## src/verilog/dtm_pkg.sv

```systemverilog
// Purpose: constants and types for the dual timer / timer2 control block
// Assumes: sfr bus of the core, 8-bit data, one core clock
// Notes:   mode encodings follow the mode register layout
//
// Functional notes
// - mode 1 runs timer 0/1 as a full 16-bit counter.
// - mode 2 counts low byte; overflow sets flag, reloads low from high.
// - timer 1 in mode 3 holds its count as if run were cleared.
// - mode 3 timer 0 low byte is an 8-bit counter with timer 0 controls.
// - mode 3 timer 0 high byte counts cycles, uses timer 1 run and flag.
// - timer 1 stops/starts via own mode 3; its overflow still feeds serial baud.
// - timer2 overflow flag sets on overflow unless a serial clock select is set.
// - timer2 external flag sets on enabled trigger falling edge capture or reload.
// - bit 5 selects timer2 overflow as serial receive clock, else timer 1.
// - bit 4 selects timer2 overflow as serial transmit clock, else timer 1.
// - bit 3 enables trigger pin falling edges when timer2 not serial clock.
// - bit 2 runs timer2, clear halts it.
// - bit 1 counts event pin edges, clear counts core clocks.
// - bit 0 capture on trigger edge, clear reload on overflow and trigger.
// - any serial clock select forces reload on overflow, ignoring capture select.
// - timer2 has count and capture/reload byte pairs, all software read/write.
// - timer 0/1 advance when run set and gate clear or irq input high.
// - overflow flag sets when count leaves all ones, by wrap to zero or by reload.
// - setting run does not clear counts; counting resumes.
package dtm_pkg;
   localparam logic [7:0] ADR_TIMER_CONTROL_REG   = 8'h88;
   localparam logic [7:0] ADR_TIMER_MODE_REG   = 8'h89;
   localparam logic [7:0] ADR_T0L    = 8'h8a;
   localparam logic [7:0] ADR_T1L    = 8'h8b;
   localparam logic [7:0] ADR_T0H    = 8'h8c;
   localparam logic [7:0] ADR_T1H    = 8'h8d;
   localparam logic [7:0] ADR_T2CTL  = 8'hc8;
   localparam logic [7:0] ADR_T2RLL  = 8'hca;
   localparam logic [7:0] ADR_T2RLH  = 8'hcb;
   localparam logic [7:0] ADR_T2CNTL = 8'hcc;
   localparam logic [7:0] ADR_T2CNTH = 8'hcd;
   // timer2_control bit positions
   localparam int B_TF2 = 7;
   localparam int B_TIMER2_EXTERNAL_FLAG = 6;
   localparam int B_RCLK = 5;
   localparam int B_SERIAL_TX_CLOCK_SELECT = 4;
   localparam int B_EXEN = 3;
   localparam int B_TR2 = 2;
   localparam int B_TIMER2_COUNT_SELECT = 1;
   localparam int B_TIMER2_CAPTURE_SELECT = 0;
   // timer_control_reg bit positions (upper nibble)
   localparam int B_TF1 = 7;
   localparam int B_TR1 = 6;
   localparam int B_TF0 = 5;
   localparam int B_TR0 = 4;
   localparam logic [7:0] RST_BYTE = 8'h00;
   typedef enum logic [1:0] {
      DTM_M13   = 2'b00,
      DTM_M16   = 2'b01,
      DTM_MRLD  = 2'b10,
      DTM_MSPLT = 2'b11
   } dtm_mode_e;
   // per-timer field of the mode register
   typedef struct packed {
      logic      gate;
      logic      ct;
      dtm_mode_e mode;
   } dtm_tmode_s;
   // sfr bus request
   typedef struct packed {
      logic       wr;
      logic [7:0] addr;
      logic [7:0] wdata;
   } dtm_sfr_s;
endpackage

```

## src/verilog/dtm_timers.sv

```systemverilog
// Purpose: timers 0/1 (modes 0-3) and timer 2 with capture/reload
// Assumes: pins synchronous to i_clk; one count per clock when timing
// Notes:   event pins count on falling edge seen between two clocks
module dtm_timers (
   input  wire logic         i_clk,
   input  wire logic         i_reset,
   input  dtm_pkg::dtm_sfr_s i_sfr,
   output logic [7:0]        o_rdata,
   input  wire logic         i_ext_irq0_input,
   input  wire logic         i_ext_irq1_input,
   input  wire logic         i_timer0_event_pin,
   input  wire logic         i_timer1_event_pin,
   input  wire logic         i_timer2_event_pin,
   input  wire logic         i_timer2_trigger_pin,
   output logic              o_timer0_irq,
   output logic              o_timer1_irq,
   output logic              o_timer2_irq,
   output logic              o_serial_rx_clk,
   output logic              o_serial_tx_clk
);
   logic [7:0] timer_control_reg_r, timer_mode_reg_r;
   logic [7:0] t0l_r, t0h_r, t1l_r, t1h_r;
   logic [7:0] t2ctl_r, t2rll_r, t2rlh_r, t2l_r, t2h_r;
   logic [4:0] pin_d_r;
   dtm_pkg::dtm_tmode_s m0, m1;
   logic       inc0, inc1, inc0h;
   logic       ovf0, ovf1, ovf0h, ovf2, trig;
   logic       t2_serial, wr;

   assign m0 = dtm_pkg::dtm_tmode_s'(timer_mode_reg_r[3:0]);
   assign m1 = dtm_pkg::dtm_tmode_s'(timer_mode_reg_r[7:4]);
   assign wr = i_sfr.wr;

   // falling edge when the previous sample was high and current is low
   function automatic logic fall(input logic prev, input logic cur);
      return prev & ~cur;
   endfunction

   // count enable shared by timers 0 and 1
   function automatic logic cnt_en(input logic run, input logic gate, input logic irq,
                                   input logic ct, input logic prev, input logic cur);
      return run & (~gate | irq) & (~ct | fall(prev, cur));
   endfunction

   // pin history for edge detection
   always_ff @(posedge i_clk or posedge i_reset) begin
      if (i_reset) begin
         pin_d_r <= 5'h00;
      end else begin
         pin_d_r <= {i_timer2_trigger_pin, i_timer2_event_pin, i_timer1_event_pin,
                     i_timer0_event_pin, 1'b0};
      end
   end

   assign inc0  = cnt_en(timer_control_reg_r[dtm_pkg::B_TR0], m0.gate, i_ext_irq0_input, m0.ct,
                         pin_d_r[1], i_timer0_event_pin);
   // timer 1 frozen in its own split mode
   assign inc1  = (m1.mode != dtm_pkg::DTM_MSPLT)
                  & cnt_en(timer_control_reg_r[dtm_pkg::B_TR1], m1.gate, i_ext_irq1_input, m1.ct,
                           pin_d_r[2], i_timer1_event_pin);
   // split mode high byte: machine cycles only, gated by timer 1 run
   assign inc0h = (m0.mode == dtm_pkg::DTM_MSPLT) & timer_control_reg_r[dtm_pkg::B_TR1];

   // timer 0: counting per mode; sfr writes take priority over counting
   always_ff @(posedge i_clk or posedge i_reset) begin
      if (i_reset) begin
         t0l_r <= dtm_pkg::RST_BYTE;
         t0h_r <= dtm_pkg::RST_BYTE;
      end else begin
         if (wr && i_sfr.addr == dtm_pkg::ADR_T0L) begin
            t0l_r <= i_sfr.wdata;
         end else if (inc0) begin
            unique case (m0.mode)
               dtm_pkg::DTM_M13: t0l_r <= {3'h0, t0l_r[4:0] + 5'h01};
               dtm_pkg::DTM_M16: t0l_r <= t0l_r + 8'h01;
               dtm_pkg::DTM_MRLD: t0l_r <= (t0l_r == 8'hff) ? t0h_r : t0l_r + 8'h01;
               dtm_pkg::DTM_MSPLT: t0l_r <= t0l_r + 8'h01;
            endcase
         end
         if (wr && i_sfr.addr == dtm_pkg::ADR_T0H) begin
            t0h_r <= i_sfr.wdata;
         end else if (m0.mode == dtm_pkg::DTM_MSPLT) begin
            if (inc0h) t0h_r <= t0h_r + 8'h01;
         end else if (inc0 && m0.mode != dtm_pkg::DTM_MRLD) begin
            // reload mode leaves the high byte untouched
            if (m0.mode == dtm_pkg::DTM_M13 && t0l_r[4:0] == 5'h1f) t0h_r <= t0h_r + 8'h01;
            if (m0.mode == dtm_pkg::DTM_M16 && t0l_r == 8'hff) t0h_r <= t0h_r + 8'h01;
         end
      end
   end

   // timer 1 counting; split mode is excluded through inc1
   always_ff @(posedge i_clk or posedge i_reset) begin
      if (i_reset) begin
         t1l_r <= dtm_pkg::RST_BYTE;
         t1h_r <= dtm_pkg::RST_BYTE;
      end else begin
         if (wr && i_sfr.addr == dtm_pkg::ADR_T1L) begin
            t1l_r <= i_sfr.wdata;
         end else if (inc1) begin
            unique case (m1.mode)
               dtm_pkg::DTM_M13: t1l_r <= {3'h0, t1l_r[4:0] + 5'h01};
               dtm_pkg::DTM_MRLD: t1l_r <= (t1l_r == 8'hff) ? t1h_r : t1l_r + 8'h01;
               default: t1l_r <= t1l_r + 8'h01;
            endcase
         end
         if (wr && i_sfr.addr == dtm_pkg::ADR_T1H) begin
            t1h_r <= i_sfr.wdata;
         end else if (inc1) begin
            if (m1.mode == dtm_pkg::DTM_M13 && t1l_r[4:0] == 5'h1f) t1h_r <= t1h_r + 8'h01;
            if (m1.mode == dtm_pkg::DTM_M16 && t1l_r == 8'hff) t1h_r <= t1h_r + 8'h01;
         end
      end
   end

   // overflow events: count leaves all ones, by wrap or by reload
   assign ovf0  = inc0 & (m0.mode == dtm_pkg::DTM_M13 ? (t0h_r == 8'hff && t0l_r[4:0] == 5'h1f)
                : m0.mode == dtm_pkg::DTM_M16 ? ({t0h_r, t0l_r} == 16'hffff) : (t0l_r == 8'hff));
   assign ovf1  = inc1 & (m1.mode == dtm_pkg::DTM_M13 ? (t1h_r == 8'hff && t1l_r[4:0] == 5'h1f)
                : m1.mode == dtm_pkg::DTM_M16 ? ({t1h_r, t1l_r} == 16'hffff) : (t1l_r == 8'hff));
   assign ovf0h = inc0h & (t0h_r == 8'hff);

   // timer control: run bits only change by software, so counts persist
   always_ff @(posedge i_clk or posedge i_reset) begin
      if (i_reset) begin
         timer_control_reg_r <= dtm_pkg::RST_BYTE;
         timer_mode_reg_r <= dtm_pkg::RST_BYTE;
      end else begin
         if (wr && i_sfr.addr == dtm_pkg::ADR_TIMER_MODE_REG) timer_mode_reg_r <= i_sfr.wdata;
         if (wr && i_sfr.addr == dtm_pkg::ADR_TIMER_CONTROL_REG) timer_control_reg_r <= i_sfr.wdata;
         // hardware set wins over a software clear in the same cycle
         if (ovf0) timer_control_reg_r[dtm_pkg::B_TF0] <= 1'b1;
         // in split mode timer 0 high byte owns the timer 1 flag
         if (m0.mode == dtm_pkg::DTM_MSPLT ? ovf0h : ovf1) timer_control_reg_r[dtm_pkg::B_TF1] <= 1'b1;
      end
   end

   assign o_timer0_irq = timer_control_reg_r[dtm_pkg::B_TF0];
   assign o_timer1_irq = timer_control_reg_r[dtm_pkg::B_TF1];

   // timer 2
   assign t2_serial = t2ctl_r[dtm_pkg::B_RCLK] | t2ctl_r[dtm_pkg::B_SERIAL_TX_CLOCK_SELECT];
   assign trig = t2ctl_r[dtm_pkg::B_EXEN] & ~t2_serial
               & fall(pin_d_r[4], i_timer2_trigger_pin);
   logic inc2;
   assign inc2 = t2ctl_r[dtm_pkg::B_TR2]
               & (~t2ctl_r[dtm_pkg::B_TIMER2_COUNT_SELECT] | fall(pin_d_r[3], i_timer2_event_pin));
   assign ovf2 = inc2 & ({t2h_r, t2l_r} == 16'hffff);
   logic capture, reload;
   assign capture = trig & t2ctl_r[dtm_pkg::B_TIMER2_CAPTURE_SELECT];
   assign reload  = (ovf2 & (~t2ctl_r[dtm_pkg::B_TIMER2_CAPTURE_SELECT] | t2_serial))
                  | (trig & ~t2ctl_r[dtm_pkg::B_TIMER2_CAPTURE_SELECT]);

   // timer2 count: reload beats increment, software write beats both
   always_ff @(posedge i_clk or posedge i_reset) begin
      if (i_reset) begin
         t2l_r <= dtm_pkg::RST_BYTE;
         t2h_r <= dtm_pkg::RST_BYTE;
      end else begin
         if (reload) begin
            t2l_r <= t2rll_r;
            t2h_r <= t2rlh_r;
         end else if (inc2) begin
            {t2h_r, t2l_r} <= {t2h_r, t2l_r} + 16'h0001;
         end
         if (wr && i_sfr.addr == dtm_pkg::ADR_T2CNTL) t2l_r <= i_sfr.wdata;
         if (wr && i_sfr.addr == dtm_pkg::ADR_T2CNTH) t2h_r <= i_sfr.wdata;
      end
   end

   // capture/reload pair
   always_ff @(posedge i_clk or posedge i_reset) begin
      if (i_reset) begin
         t2rll_r <= dtm_pkg::RST_BYTE;
         t2rlh_r <= dtm_pkg::RST_BYTE;
      end else begin
         if (capture) begin
            t2rll_r <= t2l_r;
            t2rlh_r <= t2h_r;
         end
         if (wr && i_sfr.addr == dtm_pkg::ADR_T2RLL) t2rll_r <= i_sfr.wdata;
         if (wr && i_sfr.addr == dtm_pkg::ADR_T2RLH) t2rlh_r <= i_sfr.wdata;
      end
   end

   // timer2 control with sticky flags; set wins over clear
   always_ff @(posedge i_clk or posedge i_reset) begin
      if (i_reset) begin
         t2ctl_r <= dtm_pkg::RST_BYTE;
      end else begin
         if (wr && i_sfr.addr == dtm_pkg::ADR_T2CTL) t2ctl_r <= i_sfr.wdata;
         if (ovf2 && !t2_serial) t2ctl_r[dtm_pkg::B_TF2] <= 1'b1;
         if (trig) t2ctl_r[dtm_pkg::B_TIMER2_EXTERNAL_FLAG] <= 1'b1;
      end
   end

   assign o_timer2_irq = t2ctl_r[dtm_pkg::B_TF2] | t2ctl_r[dtm_pkg::B_TIMER2_EXTERNAL_FLAG];

   // serial clock pulses, registered; timer 1 overflow even while timer 0 split
   always_ff @(posedge i_clk or posedge i_reset) begin
      if (i_reset) begin
         o_serial_rx_clk <= 1'b0;
         o_serial_tx_clk <= 1'b0;
      end else begin
         o_serial_rx_clk <= t2ctl_r[dtm_pkg::B_RCLK] ? ovf2 : ovf1;
         o_serial_tx_clk <= t2ctl_r[dtm_pkg::B_SERIAL_TX_CLOCK_SELECT] ? ovf2 : ovf1;
      end
   end

   // read mux; unmapped addresses read zero
   always_comb begin
      unique case (i_sfr.addr)
         dtm_pkg::ADR_TIMER_CONTROL_REG:   o_rdata = timer_control_reg_r;
         dtm_pkg::ADR_TIMER_MODE_REG:   o_rdata = timer_mode_reg_r;
         dtm_pkg::ADR_T0L:    o_rdata = t0l_r;
         dtm_pkg::ADR_T0H:    o_rdata = t0h_r;
         dtm_pkg::ADR_T1L:    o_rdata = t1l_r;
         dtm_pkg::ADR_T1H:    o_rdata = t1h_r;
         dtm_pkg::ADR_T2CTL:  o_rdata = t2ctl_r;
         dtm_pkg::ADR_T2RLL:  o_rdata = t2rll_r;
         dtm_pkg::ADR_T2RLH:  o_rdata = t2rlh_r;
         dtm_pkg::ADR_T2CNTL: o_rdata = t2l_r;
         dtm_pkg::ADR_T2CNTH: o_rdata = t2h_r;
         default:             o_rdata = 8'h00;
      endcase
   end
endmodule

```

## config.mk

```make
export PLATFORM = sky130hd
export DESIGN_NAME = dtm_timers
export DESIGN_NICKNAME = d
export VERILOG_FILES = /design/src/verilog/dtm_pkg.sv /design/src/verilog/dtm_timers.sv
export SDC_FILE = /design/constraint.sdc
export NUM_CORES = 1
export LEC_CHECK = 0
export ABC_AREA = 1
export BUFFER_PORTS_ARGS = -buffer_cell sky130_fd_sc_hd__buf_2
export CORE_ASPECT_RATIO = 0.6
export CORE_MARGIN = 2
export CORE_UTILIZATION = 55
export DETAILED_ROUTE_END_ITERATION = 10
export PLACE_DENSITY = 0.73
export SETUP_SLACK_MARGIN = 0.3
export SLEW_MARGIN = 20
export SYNTH_ARGS = -nofsm -noshare
export SYNTH_HDL_FRONTEND = slang
export SYNTH_SLANG_ARGS = --single-unit
```

## constraint.sdc

```tcl
create_clock -name i_clk -period 9.7 [get_ports i_clk]
set_input_delay 1.94 -clock i_clk [delete_from_list [all_inputs] [get_ports i_clk]]
set_output_delay 1.94 -clock i_clk [all_outputs]
set_load 0.01 [all_outputs]
```

* Yosys cells after proc, flatten, opt, wreduce, memory -nomap -nowiden
Cells that the tools add are included.
Widths: inputs -> output; s select.
** Operators by class
- Add/sub/neg operators :: 7
- Equal/unequal tests :: 28
- Multiplexer cells :: 42
- Bitwise gates (word level) :: 40
- Reductions and logical operators :: 39
** Operators with widths (count)
- $mux 8 :: 28
- $eq 8x8->1 const B :: 15
- $pmux 8 s11 :: 1
- $eq 16x16->1 const B :: 3
- $add 8x1->8 const B :: 4
- $pmux 8 s3 :: 1
- $and 1x1->1 :: 20
- $logic_and 1x1->1 :: 19
- $reduce_bool 2->1 :: 9
- $add 16x1->16 const B :: 1
- $pmux 8 s2 :: 1
- $reduce_bool 3->1 :: 4
- $mux 1 :: 11
- $not 1->1 :: 11
- $add 5x1->5 const B :: 2
- $eq 5x5->1 const B :: 2
- $or 1x1->1 :: 9
- $eq 2x2->1 const B :: 3
- $eq 2x1->1 const B :: 2
- $logic_not 2->1 :: 2
- $ne 2x2->1 const B :: 2
- $reduce_bool 4->1 :: 1
- $ne 3x3->1 const B :: 1
- $reduce_and 3->1 :: 1
- other kinds (3) :: 3
** Storage, ports and cells
- Bits in registers :: 94
- Bits of input ports :: 25
- Output and inout bits :: 13
- Logic and storage cells :: 174

* Longest topological paths before layout
- Depth in word-level cells :: 9
- Mapped depth :: 12
- Depth with buffers taken out :: 12

* Least setup slack after synthesis
Ideal clock, no wire load.
- Path kind :: input to output
- From :: in i_sfr[12] (netlist name)
- To :: out o_rdata[6]
- Arrival time :: 2.917 ns
- Required time :: 7.760 ns
- Path slack :: 4.843 ns
- Stages :: 8
- Buffers on the path :: 1
- Cells stage by stage :: inv_2 nand3_4 nor2_8 clkbuf_1 nand3_1 o21ai_0 nor2_1 nand3_1
** Between the ends
- Longest elaborated chain between the ends :: 2
- Elaborated cells on any way between the ends :: 12
- Classes of those cells :: eq/ne: 11; mux: 1
** Ends and longest elaborated chain
- from (decl) :: line dtm_timers.sv:7 : input dtm_pkg::dtm_sfr_s i_sfr,
- $eq 8x8->1 :: line dtm_timers.sv:212 : unique case (i_sfr.addr)
- $pmux 8 s11 (*) :: line dtm_timers.sv:212
- to (decl) :: line dtm_timers.sv:8 : output logic [7:0] o_rdata,
Mark *: on every way between the ends. The rest lies on a longest branch, timed or not.

* Worst setup path in the final report
- From :: in i_sfr[12] (netlist name)
- To :: out o_rdata[3]
Same word-level chain as after synthesis.

==> run_results.csv <==
group,metric,value,unit
sta,setup_slack,4.367,ns
worst_setup_path,critical_path.cell_chain,"buf_2 > inv_2 > nand3_4 > nor2_8 > nand2_1 > o21ai_0 > nor2_1 > nand3_1 > buf_2",
synth,synthAdderAreaFrac,1.140,%
worst_setup_path,reg2reg_depth,11,
synth,synth.top_cells.by_area,"dfrtp_1, nand3_1, nand2_1",
floorplan,rows,30,
routing,drt_iter0_drc,886,
power_and_ir_drop,p_int,772.2,µW
floorplan,io_pins,38,
floorplan,core,0.01149,mm²
job,cap_violations,0,
synth,synth_top_family_by_area,"simple AND/OR/NAND/NOR gates",
worst_setup_path,r2r_setup_slack,7.53,ns
finish,diodes,0,
synth,synth_cell_types,44,
place,portBuffers,37,
sta,skew,0.009147,ns
synth,synth_cells,924,
place,place_ws,4.421,ns
sta,max_freq,187.5,MHz
floorplan,die_area,0.01290,mm²
sta,slew-limit-headroom,47.36,%
power_and_ir_drop,peakVddDrop,0.1258,mV
sta,fin_crit_sh,54.98,%
global_route,antenna_found_initial,0,
global_route,grt_pass1_wl,35.04,mm
place,gp_congestion,1.036,
floorplan,initial_core_util,57.35,%
synth,yosys.area_share.simple,37.44,%
cts,cts_tree,"built",
cts,clk_latency,0.36,ns
synth,seq_area_frac_synth,35.71,%
routing,avgRoutedWirePerCell,19.95,µm
sta,setup_violations,0,
synth,synth_area,0.006588,mm²
synth,synth_mux_area_share,0,%
sta,fin_hold_ws,0.4978,ns
synth,synth_ff_type,"dfrtp_1",
finish,final_nets,987,
sta,hold_violations,0,
place,hpwlAfterDp,16.81,mm
routing,drc,0,
cts,cts_made_buffers,9,
finish,multi_input_area,0.003600,mm²
worst_setup_path,cpMostUsedCell,"buf_2",
power_and_ir_drop,p_per_area,173.1,mW/mm²
cts,clock_path_buffers,2,
min_path,min-delay-start,"timer_control_reg_r[3]",
worst_setup_path,cp.required,7.76,ns
synth,syn-num-nets,955,
worst_setup_path,cp-start-kind,"input pin",
power_and_ir_drop,power_switching,467.9,µW
outcome,outcome,"complete, no violations",
worst_setup_path,crit_buf_inv,3,
cts,cts_sinks,94,
min_path,min_path_cells,2,
worst_setup_path,r2r_start,"t2l_r[0]",
finish,area_growth,8.737,%
floorplan,chipHeight,88.78,µm
synth,synth_top_cell_by_area,"dfrtp_1",
power_and_ir_drop,pwr-share-clk,29.8,%
power_and_ir_drop,switching_share,37.73,%
sta,rsz0062_at_grt,"no",
global_route,grtUsageTotal,36.35,%
worst_setup_path,crit_type,"in2out",
power_and_ir_drop,power_frac_comb,25.9,%
finish,seq_area,0.002352,mm²
synth,synth_common_cells,"nand2_1, nand3_1, inv_1, dfrtp_1, nor2_1",
synth,yosys_warnings,0,
worst_setup_path,crit_fanout,19,
power_and_ir_drop,pwr-share-seq,44.3,%
synth,synth_most_common_cell,"nand2_1",
synth,synth_edf_count,0,
floorplan,die_w,145.3,µm
routing,ant_nets,0,
finish,drive_gt1_share,14.98,%
routing,routed_wirelength,22.37,mm
synth,synth_compound_area_share,13.54,%
power_and_ir_drop,leakage,0.003568,µW
routing,vias,6722,
synth,netlist.area_leader.share,35.71,%
global_route,grt_max_degree,61,
synth,ys_seq_elements,94,
routing,firstDrtPassIters,5,
min_path,worstHoldPathType,"reg2reg",
sta,finalSetupTns,0,ns
cts,post_cts_resized,0,
min_path,holdPathEnd,"timer_control_reg_r[3]",
worst_setup_path,cp_slowest_cell,"nor2_8",
synth,syn_area_per_cell,7.129,µm²
sta,tightest_slew,0.7896,ns
worst_setup_path,end_kind,"output port",
synth,synth-xor-area-share,2.526,%
cts,ctsHoldBuffers,0,
worst_setup_path,cpPeakStageDelay,0.29,ns
worst_setup_path,crit_family,"simple AND/OR/NAND/NOR gates",
cts,cts_setup_buffers,0,
global_route,overflow,0,
worst_setup_path,arrival,3.39,ns
sta,layout_min_cycle_time,5.333,ns
routing,vias_per_cell,5.996,
worst_setup_path,r2r_end,"t2h_r[5]",
cts,cts.clk_slew.worst_paths,0.07,ns
sta,drv_slew,0,
global_route,grt_pass1_vias,5958,
cts,h-tree-depth,3,
cts,cts_root_buf,"clkbuf_16",
finish,nFillCells,1049,
synth,async_reset_ff_share,100.0,%
power groups by stage:
| stage | registers (µW) | logic [µW] | clock network (µW) |
|---|---|---|---|
| CTS | 542 | 313 | 372 |
| finish | 550 | 321 | 370 |
| global placement | 550 | 310 | 0 |
| floorplan | 516 | 234 | 0 |
| detailed placement | 550 | 312 | 0 |
| global route | 554 | 360 | 387 |
layout by cell type (no fill, tap or decap), types with 8 or more instances in the layout:
cell	n
inv_2	19
nand2_1	209
o21ai_0	38
clkbuf_16	9
xor2_1	15
buf_2	37
nand2_2	22
o22ai_1	31
o221ai_1	9
o21ai_1	25
nor2_1	62
inv_1	109
nor3_1	17
nand3_1	157
nor2_2	9
dfrtp_1	94
nand4_1	13
o211ai_2	8
a21oi_1	8
worst min-delay path, stage by stage, from the launching register on:
cell	delay, ns
dfrtp_1	0.34
nand2_1	0.05
o21ai_1	0.07
sequential cells by signal (all words and copies together) (netlist names):
name,cells
t0h_r,8
t0l_r,8
t1h_r,8
t1l_r,8
t2ctl_r,8
t2h_r,8
t2l_r,8
t2rlh_r,8
t2rll_r,8
timer_control_reg_r,8
timer_mode_reg_r,8
pin_d_r,4
o_serial_rx_clk,1
o_serial_tx_clk,1
worst max-delay path by stage:
stage,from,cells after the start,endpoint
2_1_floorplan,i_sfr[12],8,o_rdata[6]
3_3_place_gp,i_sfr[12],11,o_rdata[5]
3_5_place_dp,i_sfr[12],11,o_rdata[5]
4_1_cts,i_sfr[12],11,o_rdata[5]
5_1_grt,i_sfr[12],11,o_rdata[5]
6_report,i_sfr[12],9,o_rdata[3]
layer usage:
layer	wire length, µm	global-route usage (%)	up-vias
li1	-	-	3136
met1	10530	56.06	3153
met2	8607	48.99	406
met3	2917	11.24	27
met4	314	8.467	0
met5	0	0	-
kinds of logic after synthesis:
kind of cell,Yosys count
XOR/XNOR,19
adder cells (fa/ha/maj),6
flip-flops,94
buffers and inverters,151
AND/OR/NAND/NOR,514
AO/OA/AOI/OAI,140
metrics by stage:
stage	std cells	cell area [µm²]	utilization (%)	power, µW
3_3_place_gp	1105	6865	59.77	860.6
4_1_cts	1121	7163	62.36	1228
2_1_floorplan	924	6588	-	749.5
5_1_grt	1121	7163	62.36	1302
3_5_place_dp	1105	6865	59.77	861.2
6_report	1121	7163	62.36	1240
area by class of cell:
| type | instances | area share (%) |
|---|---|---|
| Sequential cell | 94 | 32.84 |
| Multi-Input combinational cell | 679 | 50.25 |
| Timing Repair Buffer | 41 | 3.004 |
| Inverter | 131 | 6.952 |
| Clock inverter | 6 | 0.9607 |
| Tap cell | 160 | 2.795 |
| Clock buffer | 10 | 3.197 |
Note: power is estimated with default switching activity, not from simulation.
